## src/tsr_status_regs.vh

```
`ifndef TSR_STATUS_REGS_VH
`define TSR_STATUS_REGS_VH

// command opcodes presented by the header decoder
`define TSR_OP_CLS      4'h0
`define TSR_OP_ESR_Q    4'h1
`define TSR_OP_SRE_W    4'h2
`define TSR_OP_SRE_Q    4'h3
`define TSR_OP_STB_Q    4'h4
`define TSR_OP_DEN_W    4'h5
`define TSR_OP_DEN_Q    4'h6
`define TSR_OP_DSR_Q    4'h7
`define TSR_OP_ERR_Q    4'h8
`define TSR_OP_FAIL_Q   4'h9
`define TSR_OP_INV_Q    4'hA
`define TSR_OP_CLR      4'hB

// status summary byte
`define TSR_STB_MSS     6
`define TSR_STB_ESB     5
`define TSR_STB_DEV     4
`define TSR_STB_USED    8'h70
// event status
`define TSR_ESR_CME     5
`define TSR_ESR_EXE     4
`define TSR_ESR_USED    8'h30
// device status
`define TSR_DSR_STOP    6
`define TSR_DSR_FAIL    5
`define TSR_DSR_PASS    4
`define TSR_DSR_VOUT    3
`define TSR_DSR_TEST    2
`define TSR_DSR_INV     1
`define TSR_DSR_READY   0
`define TSR_DSR_USED    8'h7F
// fail flags
`define TSR_FAIL_UPPER  2
`define TSR_FAIL_LOWER  1
// setting conflict flags
`define TSR_INV_FIX     4
`define TSR_INV_WAIT    3
`define TSR_INV_ORDER   2
`define TSR_INV_CURR    1
// message error flags
`define TSR_ERR_INVMSG  3
`define TSR_ERR_RANGE   2
`define TSR_ERR_DATA    1
`define TSR_ERR_HDR     0

// reset values
`define TSR_RST_BYTE    8'h00

// current limit: volts > TSR_CURR_K * (resistance in 10 kohm units) means above 1.1 mA
`define TSR_CURR_K      23'h00_000B

// ascii characters and largest data value
`define TSR_CH_HASH     8'h23
`define TSR_CH_H_UP     8'h48
`define TSR_CH_H_LO     8'h68
`define TSR_CH_SPACE    8'h20
`define TSR_CH_ZERO     8'h30
`define TSR_CH_LF       8'h0A
`define TSR_MAX_DATA    12'h0_0FF

`endif

```

## src/tsr_status_core.v

```verilog
`timescale 1ns/1ps
`include "tsr_status_regs.vh"

module tsr_status_core (
  input  wire        ref_clk,         // 50 MHz system clock
  input  wire        srst,            // sync reset, active high
  // register command from header decoder
  input  wire        cmd_valid,       // register command strobe
  input  wire [3:0]  cmd_op,          // register command opcode
  output wire        cmd_ready,       // core idle, can take a command
  input  wire        arg_valid,       // data character strobe
  input  wire [7:0]  arg_char,        // data character
  input  wire        arg_end,         // end of data field
  // other messages handled elsewhere
  input  wire        other_valid,     // non-register message strobe
  input  wire        other_allowed,   // message marked available in test
  output reg         other_reject,    // pulse: message refused in test
  input  wire        hdr_err,         // pulse: header not recognised
  input  wire        syntax_err,      // pulse: syntax error elsewhere
  input  wire        data_err_in,     // pulse: data error elsewhere
  input  wire        range_err_in,    // pulse: out-of-range elsewhere
  // tester state
  input  wire        test_running,    // test in progress
  input  wire        judgment_shown,  // pass or fail being shown
  input  wire        test_stopped,    // test has stopped
  input  wire        fail_judg,       // fail judgment
  input  wire        pass_judg,       // pass judgment
  input  wire        voltage_output_active, // voltage output on
  input  wire        test_volt_on,    // test voltage output on
  input  wire        ready_state,     // ready state
  input  wire        fail_event,      // pulse: fail judgment made
  input  wire        fail_upper,      // cause: upper limit violated
  input  wire        fail_lower,      // cause: lower limit violated
  // settings
  input  wire        fixed_range,     // fixed range selected
  input  wire        upper_judg_on,   // upper judgment on
  input  wire        lower_judg_on,   // lower judgment on
  input  wire        timer_on,        // timer function on
  input  wire [13:0] test_time,       // test time, 0.1 s units
  input  wire [13:0] wait_time,       // wait time, 0.1 s units
  input  wire [18:0] lower_res,       // lower limit, 10 kohm units
  input  wire [18:0] upper_res,       // upper limit, 10 kohm units
  input  wire [11:0] test_voltage,    // test voltage, volts
  // response stream
  output wire        tx_valid,        // response character valid
  output reg  [7:0]  tx_char,         // response character
  input  wire        tx_ready,        // host side takes character
  output wire        invalid_setting_state // conflict present
);

  localparam [2:0] S_IDLE = 3'b001;
  localparam [2:0] S_ARG  = 3'b010;
  localparam [2:0] S_TX   = 3'b100;

  reg  [2:0] state_reg;
  reg  [3:0] op_reg;
  reg  [7:0] sre_reg;
  reg  [7:0] den_reg;
  reg  [7:0] esr_reg;
  reg  [7:0] dsr_reg;
  reg  [7:0] fail_reg;
  reg  [7:0] inv_reg;
  reg  [7:0] err_reg;
  reg  [7:0] tx_val_reg;
  reg  [1:0] tx_idx_reg;

  wire [7:0] p_value;
  wire       p_data_err;
  wire       p_range_err;

  // clear-type commands
  function is_clear;
    input [3:0] op;
    begin
      is_clear = (op == `TSR_OP_CLS) || (op == `TSR_OP_CLR);
    end
  endfunction

  // commands followed by a data field
  function is_write;
    input [3:0] op;
    begin
      is_write = (op == `TSR_OP_SRE_W) || (op == `TSR_OP_DEN_W);
    end
  endfunction

  wire busy = test_running | judgment_shown;
  wire take = (state_reg == S_IDLE) & cmd_valid;
  wire fin  = (state_reg == S_ARG) & arg_end;

  // commands marked unavailable during a test
  wire op_blocked = busy & (cmd_op == `TSR_OP_SRE_Q || cmd_op == `TSR_OP_DEN_W);
  wire op_known   = cmd_op <= `TSR_OP_CLR;
  wire reg_reject = take & op_known & op_blocked;
  wire oth_reject = other_valid & busy & ~other_allowed;
  wire any_reject = reg_reject | oth_reject;
  wire bad_hdr    = hdr_err | (take & ~op_known);

  wire arg_derr = fin & p_data_err;
  wire arg_rerr = fin & p_range_err;
  wire arg_ok   = fin & ~p_data_err & ~p_range_err;

  wire do_clr   = take & ~op_blocked & is_clear(cmd_op);
  wire do_query = take & op_known & ~op_blocked & ~is_clear(cmd_op) & ~is_write(cmd_op);
  wire rd_esr = take & (cmd_op == `TSR_OP_ESR_Q);
  wire rd_err = take & (cmd_op == `TSR_OP_ERR_Q);

  // live conflict conditions
  wire [22:0] curr_lim = lower_res * `TSR_CURR_K;
  wire [7:0]  inv_live;
  assign inv_live[7:5]            = 3'b000;
  assign inv_live[`TSR_INV_FIX]   = fixed_range & upper_judg_on;
  assign inv_live[`TSR_INV_WAIT]  = timer_on & (wait_time >= test_time);
  assign inv_live[`TSR_INV_ORDER] = upper_judg_on & lower_judg_on &
                                    (lower_res >= upper_res);
  assign inv_live[`TSR_INV_CURR]  = {11'h000, test_voltage} > curr_lim;
  assign inv_live[0]              = 1'b0;
  assign invalid_setting_state    = |inv_live;

  wire [7:0] dsr_live;
  assign dsr_live[7]              = 1'b0;
  assign dsr_live[`TSR_DSR_STOP]  = test_stopped;
  assign dsr_live[`TSR_DSR_FAIL]  = fail_judg;
  assign dsr_live[`TSR_DSR_PASS]  = pass_judg;
  assign dsr_live[`TSR_DSR_VOUT]  = voltage_output_active;
  assign dsr_live[`TSR_DSR_TEST]  = test_volt_on;
  assign dsr_live[`TSR_DSR_INV]   = invalid_setting_state;
  assign dsr_live[`TSR_DSR_READY] = ready_state;

  wire [7:0] esr_set;
  assign esr_set[`TSR_ESR_CME] = syntax_err | data_err_in | range_err_in |
                                 bad_hdr | arg_derr | arg_rerr;
  assign esr_set[`TSR_ESR_EXE] = any_reject;
  assign esr_set[7:6]          = 2'b00;
  assign esr_set[3:0]          = 4'h0;

  wire [7:0] err_set;
  assign err_set[`TSR_ERR_INVMSG] = any_reject;
  assign err_set[`TSR_ERR_RANGE]  = range_err_in | arg_rerr;
  assign err_set[`TSR_ERR_DATA]   = data_err_in | arg_derr;
  assign err_set[`TSR_ERR_HDR]    = bad_hdr;
  assign err_set[7:4]             = 4'h0;

  wire [7:0] fail_set;
  assign fail_set[7:3]             = 5'h00;
  assign fail_set[`TSR_FAIL_UPPER] = fail_event & fail_upper;
  assign fail_set[`TSR_FAIL_LOWER] = fail_event & fail_lower;
  assign fail_set[0]               = 1'b0;

  // status summary byte, derived from the registers below
  wire [7:0] stb_base;
  assign stb_base[`TSR_STB_ESB] = |esr_reg;
  assign stb_base[`TSR_STB_DEV] = |dsr_reg;
  assign stb_base[7:6]          = 2'b00;
  assign stb_base[3:0]          = 4'h0;
  wire       mss = |(stb_base & sre_reg & `TSR_STB_USED);
  wire [7:0] stb;
  assign stb[7]            = 1'b0;
  assign stb[`TSR_STB_MSS] = mss;
  assign stb[5:0]          = stb_base[5:0];

  reg [7:0] q_val;
  always @* begin
    case (cmd_op)
      `TSR_OP_ESR_Q:  q_val = esr_reg;
      `TSR_OP_SRE_Q:  q_val = sre_reg;
      `TSR_OP_STB_Q:  q_val = stb;
      `TSR_OP_DEN_Q:  q_val = den_reg;
      `TSR_OP_DSR_Q:  q_val = dsr_reg;
      `TSR_OP_ERR_Q:  q_val = err_reg;
      `TSR_OP_FAIL_Q: q_val = fail_reg;
      `TSR_OP_INV_Q:  q_val = inv_reg;
      default:        q_val = `TSR_RST_BYTE;
    endcase
  end

  // decimal digit character of v: 0 hundreds, 1 tens, 2 ones, 3 terminator
  function [7:0] dec_char;
    input [7:0] v;
    input [1:0] idx;
    reg   [7:0] d;
    begin
      d = 8'h00;
      case (idx)
        2'd0:    d = v / 8'd100;
        2'd1:    d = (v / 8'd10) % 8'd10;
        2'd2:    d = v % 8'd10;
        default: d = 8'h00;
      endcase
      dec_char = (idx == 2'd3) ? `TSR_CH_LF : `TSR_CH_ZERO + d;
    end
  endfunction

  wire [1:0] first_idx = (q_val >= 8'd100) ? 2'd0 : (q_val >= 8'd10) ? 2'd1 : 2'd2;

  tsr_num_parse u_parse (
    .ref_clk   (ref_clk),
    .srst      (srst),
    .start     (take),
    .chr_valid (arg_valid & (state_reg == S_ARG)),
    .chr       (arg_char),
    .value     (p_value),
    .data_err  (p_data_err),
    .range_err (p_range_err)
  );

  // flags: hardware set wins over a clear in the same cycle
  always @(posedge ref_clk) begin
    if (srst) begin
      sre_reg  <= `TSR_RST_BYTE;
      den_reg  <= `TSR_RST_BYTE;
      esr_reg  <= `TSR_RST_BYTE;
      dsr_reg  <= `TSR_RST_BYTE;
      fail_reg <= `TSR_RST_BYTE;
      inv_reg  <= `TSR_RST_BYTE;
      err_reg  <= `TSR_RST_BYTE;
    end else begin
      esr_reg  <= ((do_clr | rd_esr) ? 8'h00 : esr_reg) | esr_set;
      err_reg  <= ((do_clr | rd_err) ? 8'h00 : err_reg) | err_set;
      dsr_reg  <= (do_clr ? 8'h00 : dsr_reg) | (dsr_live & `TSR_DSR_USED);
      fail_reg <= (do_clr ? 8'h00 : fail_reg) | fail_set;
      inv_reg  <= (do_clr ? 8'h00 : inv_reg) | inv_live;
      if (take && cmd_op == `TSR_OP_CLR) begin
        sre_reg <= `TSR_RST_BYTE;
        den_reg <= `TSR_RST_BYTE;
      end else if (arg_ok && op_reg == `TSR_OP_SRE_W) begin
        sre_reg <= p_value & `TSR_STB_USED;
      end else if (arg_ok && op_reg == `TSR_OP_DEN_W) begin
        den_reg <= p_value & `TSR_DSR_USED;
      end
    end
  end

  always @(posedge ref_clk) begin
    if (srst) begin
      state_reg    <= S_IDLE;
      op_reg       <= 4'h0;
      tx_val_reg   <= 8'h00;
      tx_idx_reg   <= 2'd0;
      tx_char      <= 8'h00;
      other_reject <= 1'b0;
    end else begin
      other_reject <= oth_reject;
      case (state_reg)
        S_IDLE: begin
          if (take) begin
            op_reg <= cmd_op;
            if (do_query) begin
              tx_val_reg <= q_val;
              tx_idx_reg <= first_idx;
              tx_char    <= dec_char(q_val, first_idx);
              state_reg  <= S_TX;
            end else if (!op_blocked && is_write(cmd_op)) begin
              state_reg <= S_ARG;
            end
          end
        end
        S_ARG: begin
          if (arg_end)
            state_reg <= S_IDLE;
        end
        S_TX: begin
          if (tx_ready) begin
            if (tx_idx_reg == 2'd3) begin
              state_reg <= S_IDLE;
            end else begin
              tx_idx_reg <= tx_idx_reg + 2'd1;
              tx_char    <= dec_char(tx_val_reg, tx_idx_reg + 2'd1);
            end
          end
        end
        default: state_reg <= S_IDLE;
      endcase
    end
  end

  assign cmd_ready = (state_reg == S_IDLE);
  assign tx_valid  = (state_reg == S_TX);

endmodule // tsr_status_core

```

## src/tsr_num_parse.v

```verilog
`timescale 1ns/1ps
`include "tsr_status_regs.vh"

module tsr_num_parse (
  input  wire       ref_clk,    // system clock
  input  wire       srst,       // sync reset, active high
  input  wire       start,      // restart parsing
  input  wire       chr_valid,  // data character strobe
  input  wire [7:0] chr,        // data character
  output wire [7:0] value,      // parsed value
  output wire       data_err,   // malformed data
  output wire       range_err   // value above 255
);

  reg  [7:0]  acc_reg;
  reg  [1:0]  pfx_reg;
  reg         dig_reg;
  reg         bad_reg;
  reg         over_reg;
  reg  [4:0]  dval;
  reg  [11:0] acc_next;

  // bit 4 set means not a digit of the selected base
  function [4:0] digit_of;
    input [7:0] c;
    input       hex;
    begin
      if (c >= 8'h30 && c <= 8'h39)
        digit_of = {1'b0, c[3:0]};
      else if (hex && ((c >= 8'h41 && c <= 8'h46) || (c >= 8'h61 && c <= 8'h66)))
        digit_of = {1'b0, c[3:0] + 4'h9};
      else
        digit_of = 5'h10;
    end
  endfunction

  always @* begin
    dval     = digit_of(chr, pfx_reg[1]);
    acc_next = pfx_reg[1] ? {acc_reg, 4'h0} + {8'h00, dval[3:0]}
                          : {4'h0, acc_reg} * 12'h00A + {8'h00, dval[3:0]};
  end

  always @(posedge ref_clk) begin
    if (srst || start) begin
      acc_reg  <= 8'h00;
      pfx_reg  <= 2'b00;
      dig_reg  <= 1'b0;
      bad_reg  <= 1'b0;
      over_reg <= 1'b0;
    end else if (chr_valid) begin
      if (chr == `TSR_CH_SPACE && !dig_reg && pfx_reg != 2'b01) begin
      end else if (chr == `TSR_CH_HASH && !dig_reg && pfx_reg == 2'b00) begin
        pfx_reg <= 2'b01;
      end else if (pfx_reg == 2'b01) begin
        if (chr == `TSR_CH_H_UP || chr == `TSR_CH_H_LO)
          pfx_reg <= 2'b10;
        else
          bad_reg <= 1'b1;
      end else if (dval[4]) begin
        bad_reg <= 1'b1;
      end else begin
        dig_reg <= 1'b1;
        if (over_reg || acc_next > `TSR_MAX_DATA)
          over_reg <= 1'b1;
        else
          acc_reg <= acc_next[7:0];
      end
    end
  end

  assign value     = acc_reg;
  assign data_err  = bad_reg | ~dig_reg;
  assign range_err = over_reg & ~data_err;

endmodule // tsr_num_parse

```

## config.mk

```make
export PLATFORM = sky130hd
export DESIGN_NAME = tsr_status_core
export DESIGN_NICKNAME = d
export VERILOG_FILES = /design/src/tsr_status_core.v /design/src/tsr_num_parse.v
export VERILOG_INCLUDE_DIRS = /design/src
export SDC_FILE = /design/constraint.sdc
export NUM_CORES = 1
export LEC_CHECK = 0
export BUFFER_PORTS_ARGS = -buffer_cell sky130_fd_sc_hd__buf_2
export CORE_UTILIZATION = 30
export DETAILED_ROUTE_END_ITERATION = 10
export PLACE_DENSITY_LB_ADDON = 0.08
export SYNTH_ARGS = -nofsm -noshare
export SYNTH_HDL_FRONTEND = slang
export SYNTH_HIERARCHICAL = 1
export SYNTH_SLANG_ARGS = --single-unit
export TNS_END_PERCENT = 20
```

## constraint.sdc

```tcl
create_clock -name ref_clk -period 16.5 [get_ports ref_clk]
set_input_delay 2.475 -clock ref_clk [delete_from_list [all_inputs] [get_ports ref_clk]]
set_output_delay 2.475 -clock ref_clk [all_outputs]
set_load 0.02 [all_outputs]
```

==> impl_metrics.json, run 1 <==
{
  "status": "finished, final reports clean",
  "finalSetupViolations": 0,
  "swShare_pct": 38.0,
  "crit_required_ns": 14.03,
  "nFillCells": 3152,
  "first_pass_iters": 5,
  "hold_violations": 0,
  "synthTopCellsByArea": "ha_1, dfxtp_1, inv_1, a21oi_1, fa_1",
  "syn-instance-count": 1133,
  "syn_area_um2": 8830,
  "gp_congestion": 0.797,
  "synth_flop_cell": "dfxtp_1",
  "pwr-share-clk_pct": 31.4,
  "cts_tree": "yes",
  "nNetsFinal": 1503,
  "fin_util_pct": 34.9,
  "synth_top_area_share_pct": 18.1,
  "finClkSkew_ns": 0.0129,
  "tns_ns": 0,
  "maxCapViolCount": 0,
  "layout_common_cells": "inv_1, ha_1, buf_2, nor2_1, nand2_1",
  "grt_use_met1_pct": 23.0,
  "hold_path.class": "reg2reg",
  "cts-htree-levels": 3,
  "antenna_found_initial": 1,
  "fin_crit_ns": 8.84,
  "wirelength_mm": 24.1,
  "finalCritPeriodShare_pct": 53.6,
  "cts_sinks": 67,
  "max_freq_ghz": 0.113,
  "io_buffers": 128,
  "clkLatencyLatePin_ns": 0.35,
  "cts_max_path_buffers": 2,
  "vias": 8038,
  "post_cts_buffers": 0,
  "rows": 62,
  "cp_slowest_stage_delay_ns": 0.49,
  "start_util_pct": 30.6,
  "grt-ovfl-total": 0,
  "synth-edff-count": 0,
  "grt_pass1_wl_mm": 40.3,
  "postRouteAntennaNets": 0,
  "yosys_warnings": 6,
  "numCtsBuffers": 9,
  "area_growth_pct": 14.0,
  "grtUsageTotal_pct": 16.4,
  "drive_gt1_share_pct": 17.2,
  "die_area_um2": 30100,
  "first_global_vias": 7802,
  "p_int_uw": 403,
  "slew_headroom_pct": 39.6,
  "power.switching_uw": 247,
  "cp-start-kind": "input port",
  "cts_resized": 0,
  "clockRootBuffer": "clkbuf_16",
  "busiest_layer": "met2",
  "ys_ff_latch": 67,
  "hold_buffers": 0,
  "layout_commonest_cell": "inv_1",
  "post_drt_wl_per_cell_um": 14.8,
  "viasPerCell": 4.93,
  "grt_max_degree": 44,
  "synth_area_leader_cell": "ha_1",
  "power_leakage_nw": 4.90,
  "slowest_stage": "fa_1",
  "critPathKind": "in2out",
  "yosysUniqueCellTypes": 112,
  "drc": 0,
  "slew_viol_final": 0,
  "crit_chain": "buf_2 > ha_1 > inv_1 > fa_1 > inv_1 > ha_1 > a21oi_1 > nor2_1 > nor2_1 > nor2_1 > o21ai_0 > a21oi_1 > nor2_1 > o21bai_1 > a21oi_1 > xor2_1 > ha_1 > nand4_1 > nor3_1 > nor3_1 > o221a_2 > a21oi_1 > nand3_1 > buf_2",
  "powerDensity_nw_per_um2": 64.6,
  "syn_area_per_cell_um2": 7.79,
  "dpl.hpwl_mm": 19.5,
  "critPathMaxFanout": 4,
  "grt.met2_usage_pct": 26.7,
  "worst_slew_pin_slew_ns": 0.906,
  "die_w_um": 174,
  "core_um2": 28900,
  "postSynth.asyncResetShare_pct": 0,
  "p_seq_share_pct": 28.3,
  "ir_worst_vdd_mv": 0.0367,
  "path_clk_slew_ns": 0.07,
  "grt_use_met3_pct": 1.56,
  "io_pins": 129,
  "die_h_um": 174,
  "worstPathArrival_ns": 6.37,
  "endpoint_kind": "output port",
  "combPwrFrac_pct": 40.3,
  "rsz0062_at_grt": "no",
  "yosysSeqAreaShare_pct": 15.2,
  "drt_iter0_drc": 451,
  "syn_nets": 1396
}
==> worst max-delay path, delay by kind of cell <==
kind / cells / cell delay, ns
simple gates: 8 / 0.88
fa+ha+maj: 4 / 1.38
xor+xnor: 1 / 0.10
compound gates: 7 / 1.15
buf+inv: 4 / 0.39
==> power groups by stage <==
| stage | logic [mW] | clock network, mW | registers, mW |
|---|---|---|---|
| floorplan | 0.193 | 0 | 0.185 |
| global placement | 0.263 | 0 | 0.188 |
| detailed placement | 0.263 | 0 | 0.188 |
| CTS | 0.265 | 0.208 | 0.184 |
| global route | 0.303 | 0.213 | 0.186 |
| finish | 0.262 | 0.204 | 0.184 |
==> layout make-up <==
type | instances | area [um2] | area share, %
timing repair buffer | 134 | 686 | 6.81
inverter | 161 | 609 | 6.05
clock buffer | 10 | 229 | 2.27
sequential | 67 | 1340 | 13.3
clock inverter | 6 | 71.3 | 0.709
tap | 384 | 480 | 4.77
antenna | 1 | 2.50 | 0.0249
multi-input combinational | 867 | 6650 | 66.0
==> worst paths after layout <==
kind,start,endpoint,slack [ns],cells after the start
max,lower_res[3],invalid_setting_state,7.66,24
min,op_reg[3],op_reg[3],0.46,2
max reg2reg,dsr_reg[2],tx_char[5],10.87,23
min reg2reg,op_reg[3],op_reg[3],0.46,2
==> routing by layer <==
metal  wire length, um  vias up
li1                  -     4236
met1             12500     3643
met2             10700      138
met3               666       21
met4               342        0
met5                 0        -
==> synthesized netlist by cell type (4+ instances only) <==
cell type	number
o21a_1	37
nand2b_1	20
a41oi_1	5
xor2_1	9
nor3b_1	8
or2_2	5
and3_1	8
o2111ai_1	5
buf_2	5
and2_1	7
buf_6	7
o21ai_0	59
nand3_1	21
or3_1	7
a221oi_1	4
clkbuf_1	20
mux2i_1	25
nand2_1	85
a31oi_1	8
o21bai_1	5
a21oi_1	74
a211oi_1	14
dfxtp_1	67
a22oi_1	8
o211ai_1	7
xnor2_1	19
nor2b_1	17
fa_1	18
ha_1	128
nor3_1	19
nor2_1	93
mux2_2	8
buf_4	4
inv_1	157
nor4_1	8
nand4_1	14
o31ai_1	7
o22ai_1	5
a21o_1	8
==> metrics by stage <==
step,cells,power (mW),hold slack [ns],setup WS [ns],instance area (um2)
2_1_floorplan,1133,0.379,0.432,8.10,8830
3_3_place_gp,1613,0.451,0.441,7.68,9760
3_5_place_dp,1613,0.451,0.451,7.61,9760
4_1_cts,1629,0.658,0.461,7.60,10100
5_1_grt,1630,0.703,0.495,7.10,10100
6_report,1630,0.650,0.463,7.66,10100
==> cells by family (layout without fill, tap and decap cells) <==
| kind of cell | count (synthesis) | count (layout) | synth area share [%] |
|---|---|---|---|
| flops | 67 | 67 | 15.2 |
| fa+ha+maj | 146 | 146 | 22.2 |
| buf+inv | 199 | 311 | 9.54 |
| mux | 36 | 36 | 4.36 |
| compound gates | 308 | 308 | 25.0 |
| simple gates | 349 | 349 | 20.9 |
| xor+xnor | 28 | 28 | 2.78 |
| other cells | 0 | 1 | 0 |
No activity file was read; power rests on OpenSTA's default activity.
==> run 2, diff against run 1 <==
clock period = 9.1 ns   (was 16.5 ns; I/O delays follow)
==> impl_metrics.json, run 2 (same netlist as run 1, synthesis figures left out) <==
{
  "cts_tree": "yes",
  "slew_headroom_pct": 20.3,
  "drive_gt1_share_pct": 17.1,
  "endpoint_kind": "output port",
  "clkLatencyLatePin_ns": 0.35,
  "area_growth_pct": 13.7,
  "tns_ns": 0,
  "critPathMaxFanout": 4,
  "cts_max_path_buffers": 2,
  "worstPathArrival_ns": 5.34,
  "antenna_found_initial": 1,
  "fin_cells": 1629,
  "rr_worst_depth": 23,
  "cts-htree-levels": 3,
  "finalInstanceArea_um2": 10000,
  "hold_path.class": "reg2reg",
  "placed_cell_area_um2": 9760,
  "p_int_uw": 703,
  "rsz0062_at_grt": "no",
  "holdWs_ns": 0.473,
  "nNetsFinal": 1502,
  "clockRootBuffer": "clkbuf_16",
  "maxCapViolCount": 0,
  "die_w_um": 174,
  "cp-start-kind": "input port",
  "finalSetupViolations": 0,
  "p_seq_share_pct": 29.1,
  "io_buffers": 128,
  "grt-ovfl-total": 0,
  "power.switching_uw": 450,
  "grtUsageTotal_pct": 16.8,
  "path_clk_slew_ns": 0.06,
  "gp_congestion": 0.799,
  "die_area_um2": 30100,
  "postRouteAntennaNets": 0,
  "status": "finished, final reports clean",
  "post_cts_buffers": 0,
  "core_um2": 28900,
  "cts_resized": 0,
  "post_drt_wl_per_cell_um": 15.1,
  "whs_path_depth": 2,
  "rr_startpoint": "dsr_reg[2]",
  "critPathKind": "in2out",
  "layout_common_cells": "inv_1, ha_1, buf_2, nor2_1, nand2_1",
  "cts_sinks": 67,
  "max_freq_ghz": 0.149,
  "ir_worst_vdd_mv": 0.0660,
  "fin_crit_ns": 6.71,
  "r2r-end": "tx_char[5]",
  "first_pass_iters": 5,
  "io_pins": 129,
  "grt_max_degree": 44,
  "drc": 0,
  "worst_slew_pin_slew_ns": 1.18,
  "rows": 62,
  "finClkSkew_ns": 0.00604,
  "crit_required_ns": 7.74,
  "vias": 8129,
  "numCtsBuffers": 9,
  "first_global_vias": 7852,
  "min_to": "tx_char[3]",
  "drt_iter0_drc": 433,
  "min_from": "tx_char[3]",
  "viasPerCell": 4.99,
  "slew_viol_final": 0,
  "reg2reg_slack_ns": 3.60,
  "pwr-share-clk_pct": 29.2,
  "hold_violations": 0,
  "power_leakage_nw": 4.88,
  "layout_commonest_cell": "inv_1",
  "dpl.hpwl_mm": 19.9,
  "finalCritPeriodShare_pct": 73.7,
  "combPwrFrac_pct": 41.7,
  "hold_buffers": 0,
  "start_util_pct": 30.6,
  "grt_pass1_wl_mm": 41.2,
  "wirelength_mm": 24.5,
  "swShare_pct": 39.0,
  "dp.cells": 1612,
  "powerDensity_nw_per_um2": 115,
  "die_h_um": 174
}
==> run 2: changes by cell type in the layout (fill, tap and decap cells not counted) <==
| cell | change |
|---|---|
| clkinv_4 | +1 |
| clkinvlp_4 | +1 |
| buf_4 | -1 |
| bufinv_16 | -1 |
| inv_6 | -1 |
==> run 2: through the flow <==
step	utilization (%)	worst slack, ns	total power, mW
finish	34.8	2.39	1.15
global route	34.8	1.82	1.25
CTS	34.8	2.34	1.17
detailed placement	33.8	2.35	0.823
global placement	33.8	2.42	0.828
floorplan	-	2.92	0.687
==> run 2: metal layers <==
metal	global-route usage (%)	vias to the layer above	part of all wire (%)	routed length, um
met1	23.8	3691	51	12500
met3	2.08	17	4.3	1050
met5	0	-	0	0
met4	4.50	0	1.4	347
met2	26.7	183	43	10700
li1	-	4238	-	-
==> run 2: power groups by stage <==
stage | clock, mW | sequential, mW | combinational (mW)
floorplan | 0 | 0.336 | 0.351
global placement | 0 | 0.342 | 0.486
detailed placement | 0 | 0.342 | 0.481
CTS | 0.347 | 0.335 | 0.485
global route | 0.361 | 0.339 | 0.555
finish | 0.337 | 0.336 | 0.480
==> run 2: worst max path at each step <==
stage	startpoint	endpoint	slack (ns)	depth (start not counted)
3_5_place_dp	lower_res[1]	invalid_setting_state	2.35	24
4_1_cts	lower_res[1]	invalid_setting_state	2.34	24
3_3_place_gp	lower_res[3]	invalid_setting_state	2.42	24
5_1_grt	lower_res[3]	invalid_setting_state	1.82	24
2_1_floorplan	lower_res[1]	invalid_setting_state	2.92	19
6_report	lower_res[1]	invalid_setting_state	2.39	24
==> run 2: area by class of cell <==
cell class	count	area, um2
tap	384	480
antenna	1	2.50
multi-input combinational	867	6650
clock buffer	10	229
fill	3155	18800
inverter	161	609
clock inverter	6	48.8
sequential	67	1340
timing repair buffer	133	678
==> run 2: worst max-delay path, cell delays in order <==
cell      delay (ns)
buf_2           0.13
ha_1            0.27
inv_1           0.05
fa_1            0.50
inv_1           0.04
ha_1            0.32
a21oi_1         0.21
nor2_1          0.06
nor2_1          0.09
nor2_1          0.05
o21ai_0         0.23
a21oi_1         0.11
nor2_1          0.18
o21bai_1        0.09
a21oi_1         0.23
xor2_1          0.10
ha_1            0.32
nand4_1         0.09
nor3_1          0.25
nor3_1          0.09
o221a_2         0.15
a21oi_1         0.16
nand3_1         0.09
buf_2           0.17
==> run 3, diff against run 2 <==
clock period = 6.5 ns   (was 9.1 ns; I/O delays follow)
==> impl_metrics.json, run 3 (same netlist as run 1, synthesis figures left out) <==
{
  "critPathKind": "in2out",
  "grtUsageTotal_pct": 16.7,
  "postRouteAntennaNets": 0,
  "nFillCells": 3153,
  "path_clk_slew_ns": 0.06,
  "tns_ns": 0,
  "grt_max_degree": 44,
  "placed_cell_area_um2": 9820,
  "wirelength_mm": 24.4,
  "hold_violations": 0,
  "power_leakage_nw": 4.94,
  "layout_commonest_cell": "inv_1",
  "drive_gt1_share_pct": 17.7,
  "viasPerCell": 4.95,
  "slew_viol_final": 0,
  "cts_resized": 0,
  "cp_slowest_stage_delay_ns": 0.49,
  "area_growth_pct": 14.6,
  "first_pass_iters": 5,
  "drt_iter0_drc": 312,
  "finalSetupViolations": 0,
  "post_drt_wl_per_cell_um": 14.9,
  "finalInstanceArea_um2": 10100,
  "endpoint_kind": "output port",
  "cts_tree": "yes",
  "cts-htree-levels": 3,
  "cp-start-kind": "input port",
  "fin_crit_ns": 5.93,
  "gp_congestion": 0.805,
  "slew_headroom_pct": 29.3,
  "dpl.hpwl_mm": 20.1,
  "start_util_pct": 30.6,
  "numCtsBuffers": 9,
  "critPathMaxFanout": 4,
  "cpLargestDelayFamily": "adder cells",
  "slowest_stage": "fa_1",
  "worstPathArrival_ns": 4.96,
  "path_buf_inv": 4,
  "first_global_vias": 7844,
  "finalCritPeriodShare_pct": 91.3,
  "vias": 8094,
  "drc": 0,
  "die_w_um": 174,
  "rsz0062_at_grt": "no",
  "post_cts_buffers": 0,
  "status": "finished, final reports clean",
  "core_um2": 28900,
  "antenna_cells": 0,
  "holdWs_ns": 0.463,
  "powerDensity_nw_per_um2": 163,
  "maxCapViolCount": 0,
  "clkLatencyLatePin_ns": 0.34,
  "nNetsFinal": 1510,
  "finClkSkew_ns": 0.00668,
  "io_pins": 129,
  "worst_slew_pin_slew_ns": 1.06,
  "cts_max_path_buffers": 2,
  "antenna_found_initial": 0,
  "clockRootBuffer": "clkbuf_16",
  "hold_path.class": "reg2reg",
  "hold_buffers": 0,
  "crit_chain": "buf_2 > ha_1 > inv_1 > fa_1 > inv_1 > ha_1 > a21oi_1 > nor2_1 > nor2_1 > nor2_1 > o21ai_0 > a21oi_1 > nor2_1 > o21bai_1 > a21oi_1 > xor2_1 > ha_1 > nand4_1 > nor3_1 > nor3_1 > o221a_2 > a21oi_1 > nand3_1 > buf_2",
  "crit_required_ns": 5.52,
  "cts_sinks": 67,
  "ir_worst_vdd_mv": 0.0873,
  "io_buffers": 128,
  "layout_common_cells": "inv_1, ha_1, buf_2, nor2_1, nand2_1",
  "rows": 62,
  "die_area_um2": 30100,
  "die_h_um": 174,
  "max_freq_ghz": 0.169,
  "grt-ovfl-total": 0,
  "grt_pass1_wl_mm": 40.8
}
[run 3: final timing paths]
kind	from	cells past startpoint	slack (ns)	to
max	lower_res[3]	24	0.57	invalid_setting_state
min	op_reg[3]	2	0.46	op_reg[3]
max reg2reg	dsr_reg[2]	23	1.18	tx_char[5]
min reg2reg	op_reg[3]	2	0.46	op_reg[3]
[run 3: routing by layer]
layer  part of all wire [%]  vias up  GRT usage (%)
met4                    1.2        0           3.95
li1                       -     4252              -
met1                     50     3693           22.8
met3                    2.9       18           1.54
met2                     46      131           28.1
met5                      0        -              0
[run 3: power by group]
part | internal [mW] | total [mW] | switching (mW)
combinational | 0.288 | 0.673 | 0.386
sequential | 0.438 | 0.469 | 0.0315
clock | 0.301 | 0.505 | 0.204
total | 1.03 | 1.65 | 0.621
[run 3: metrics by stage]
step	utilization (%)	setup WS (ns)	std cells	power, mW
2_1_floorplan	-	0.786	1133	0.961
3_3_place_gp	34.0	0.431	1620	1.16
3_5_place_dp	34.0	0.385	1620	1.16
4_1_cts	35.1	0.488	1636	1.67
5_1_grt	35.1	0.0899	1636	1.79
6_report	35.1	0.569	1636	1.65
[run 3: cell type report]
class	instances	area, um2	share of cell area, %
inverters	161	609	6.02
clock inverters	6	72.6	0.717
repair buffers	141	738	7.30
clock buffers	10	229	2.26
well taps	384	480	4.75
flip-flops and latches	67	1340	13.3
multi-input cells	867	6650	65.7
[run 3: tightest hold or removal path: stages (launching register included)]
cell and delay, ns:
dfxtp_1 0.31, nand2_1 0.05, a21oi_1 0.05
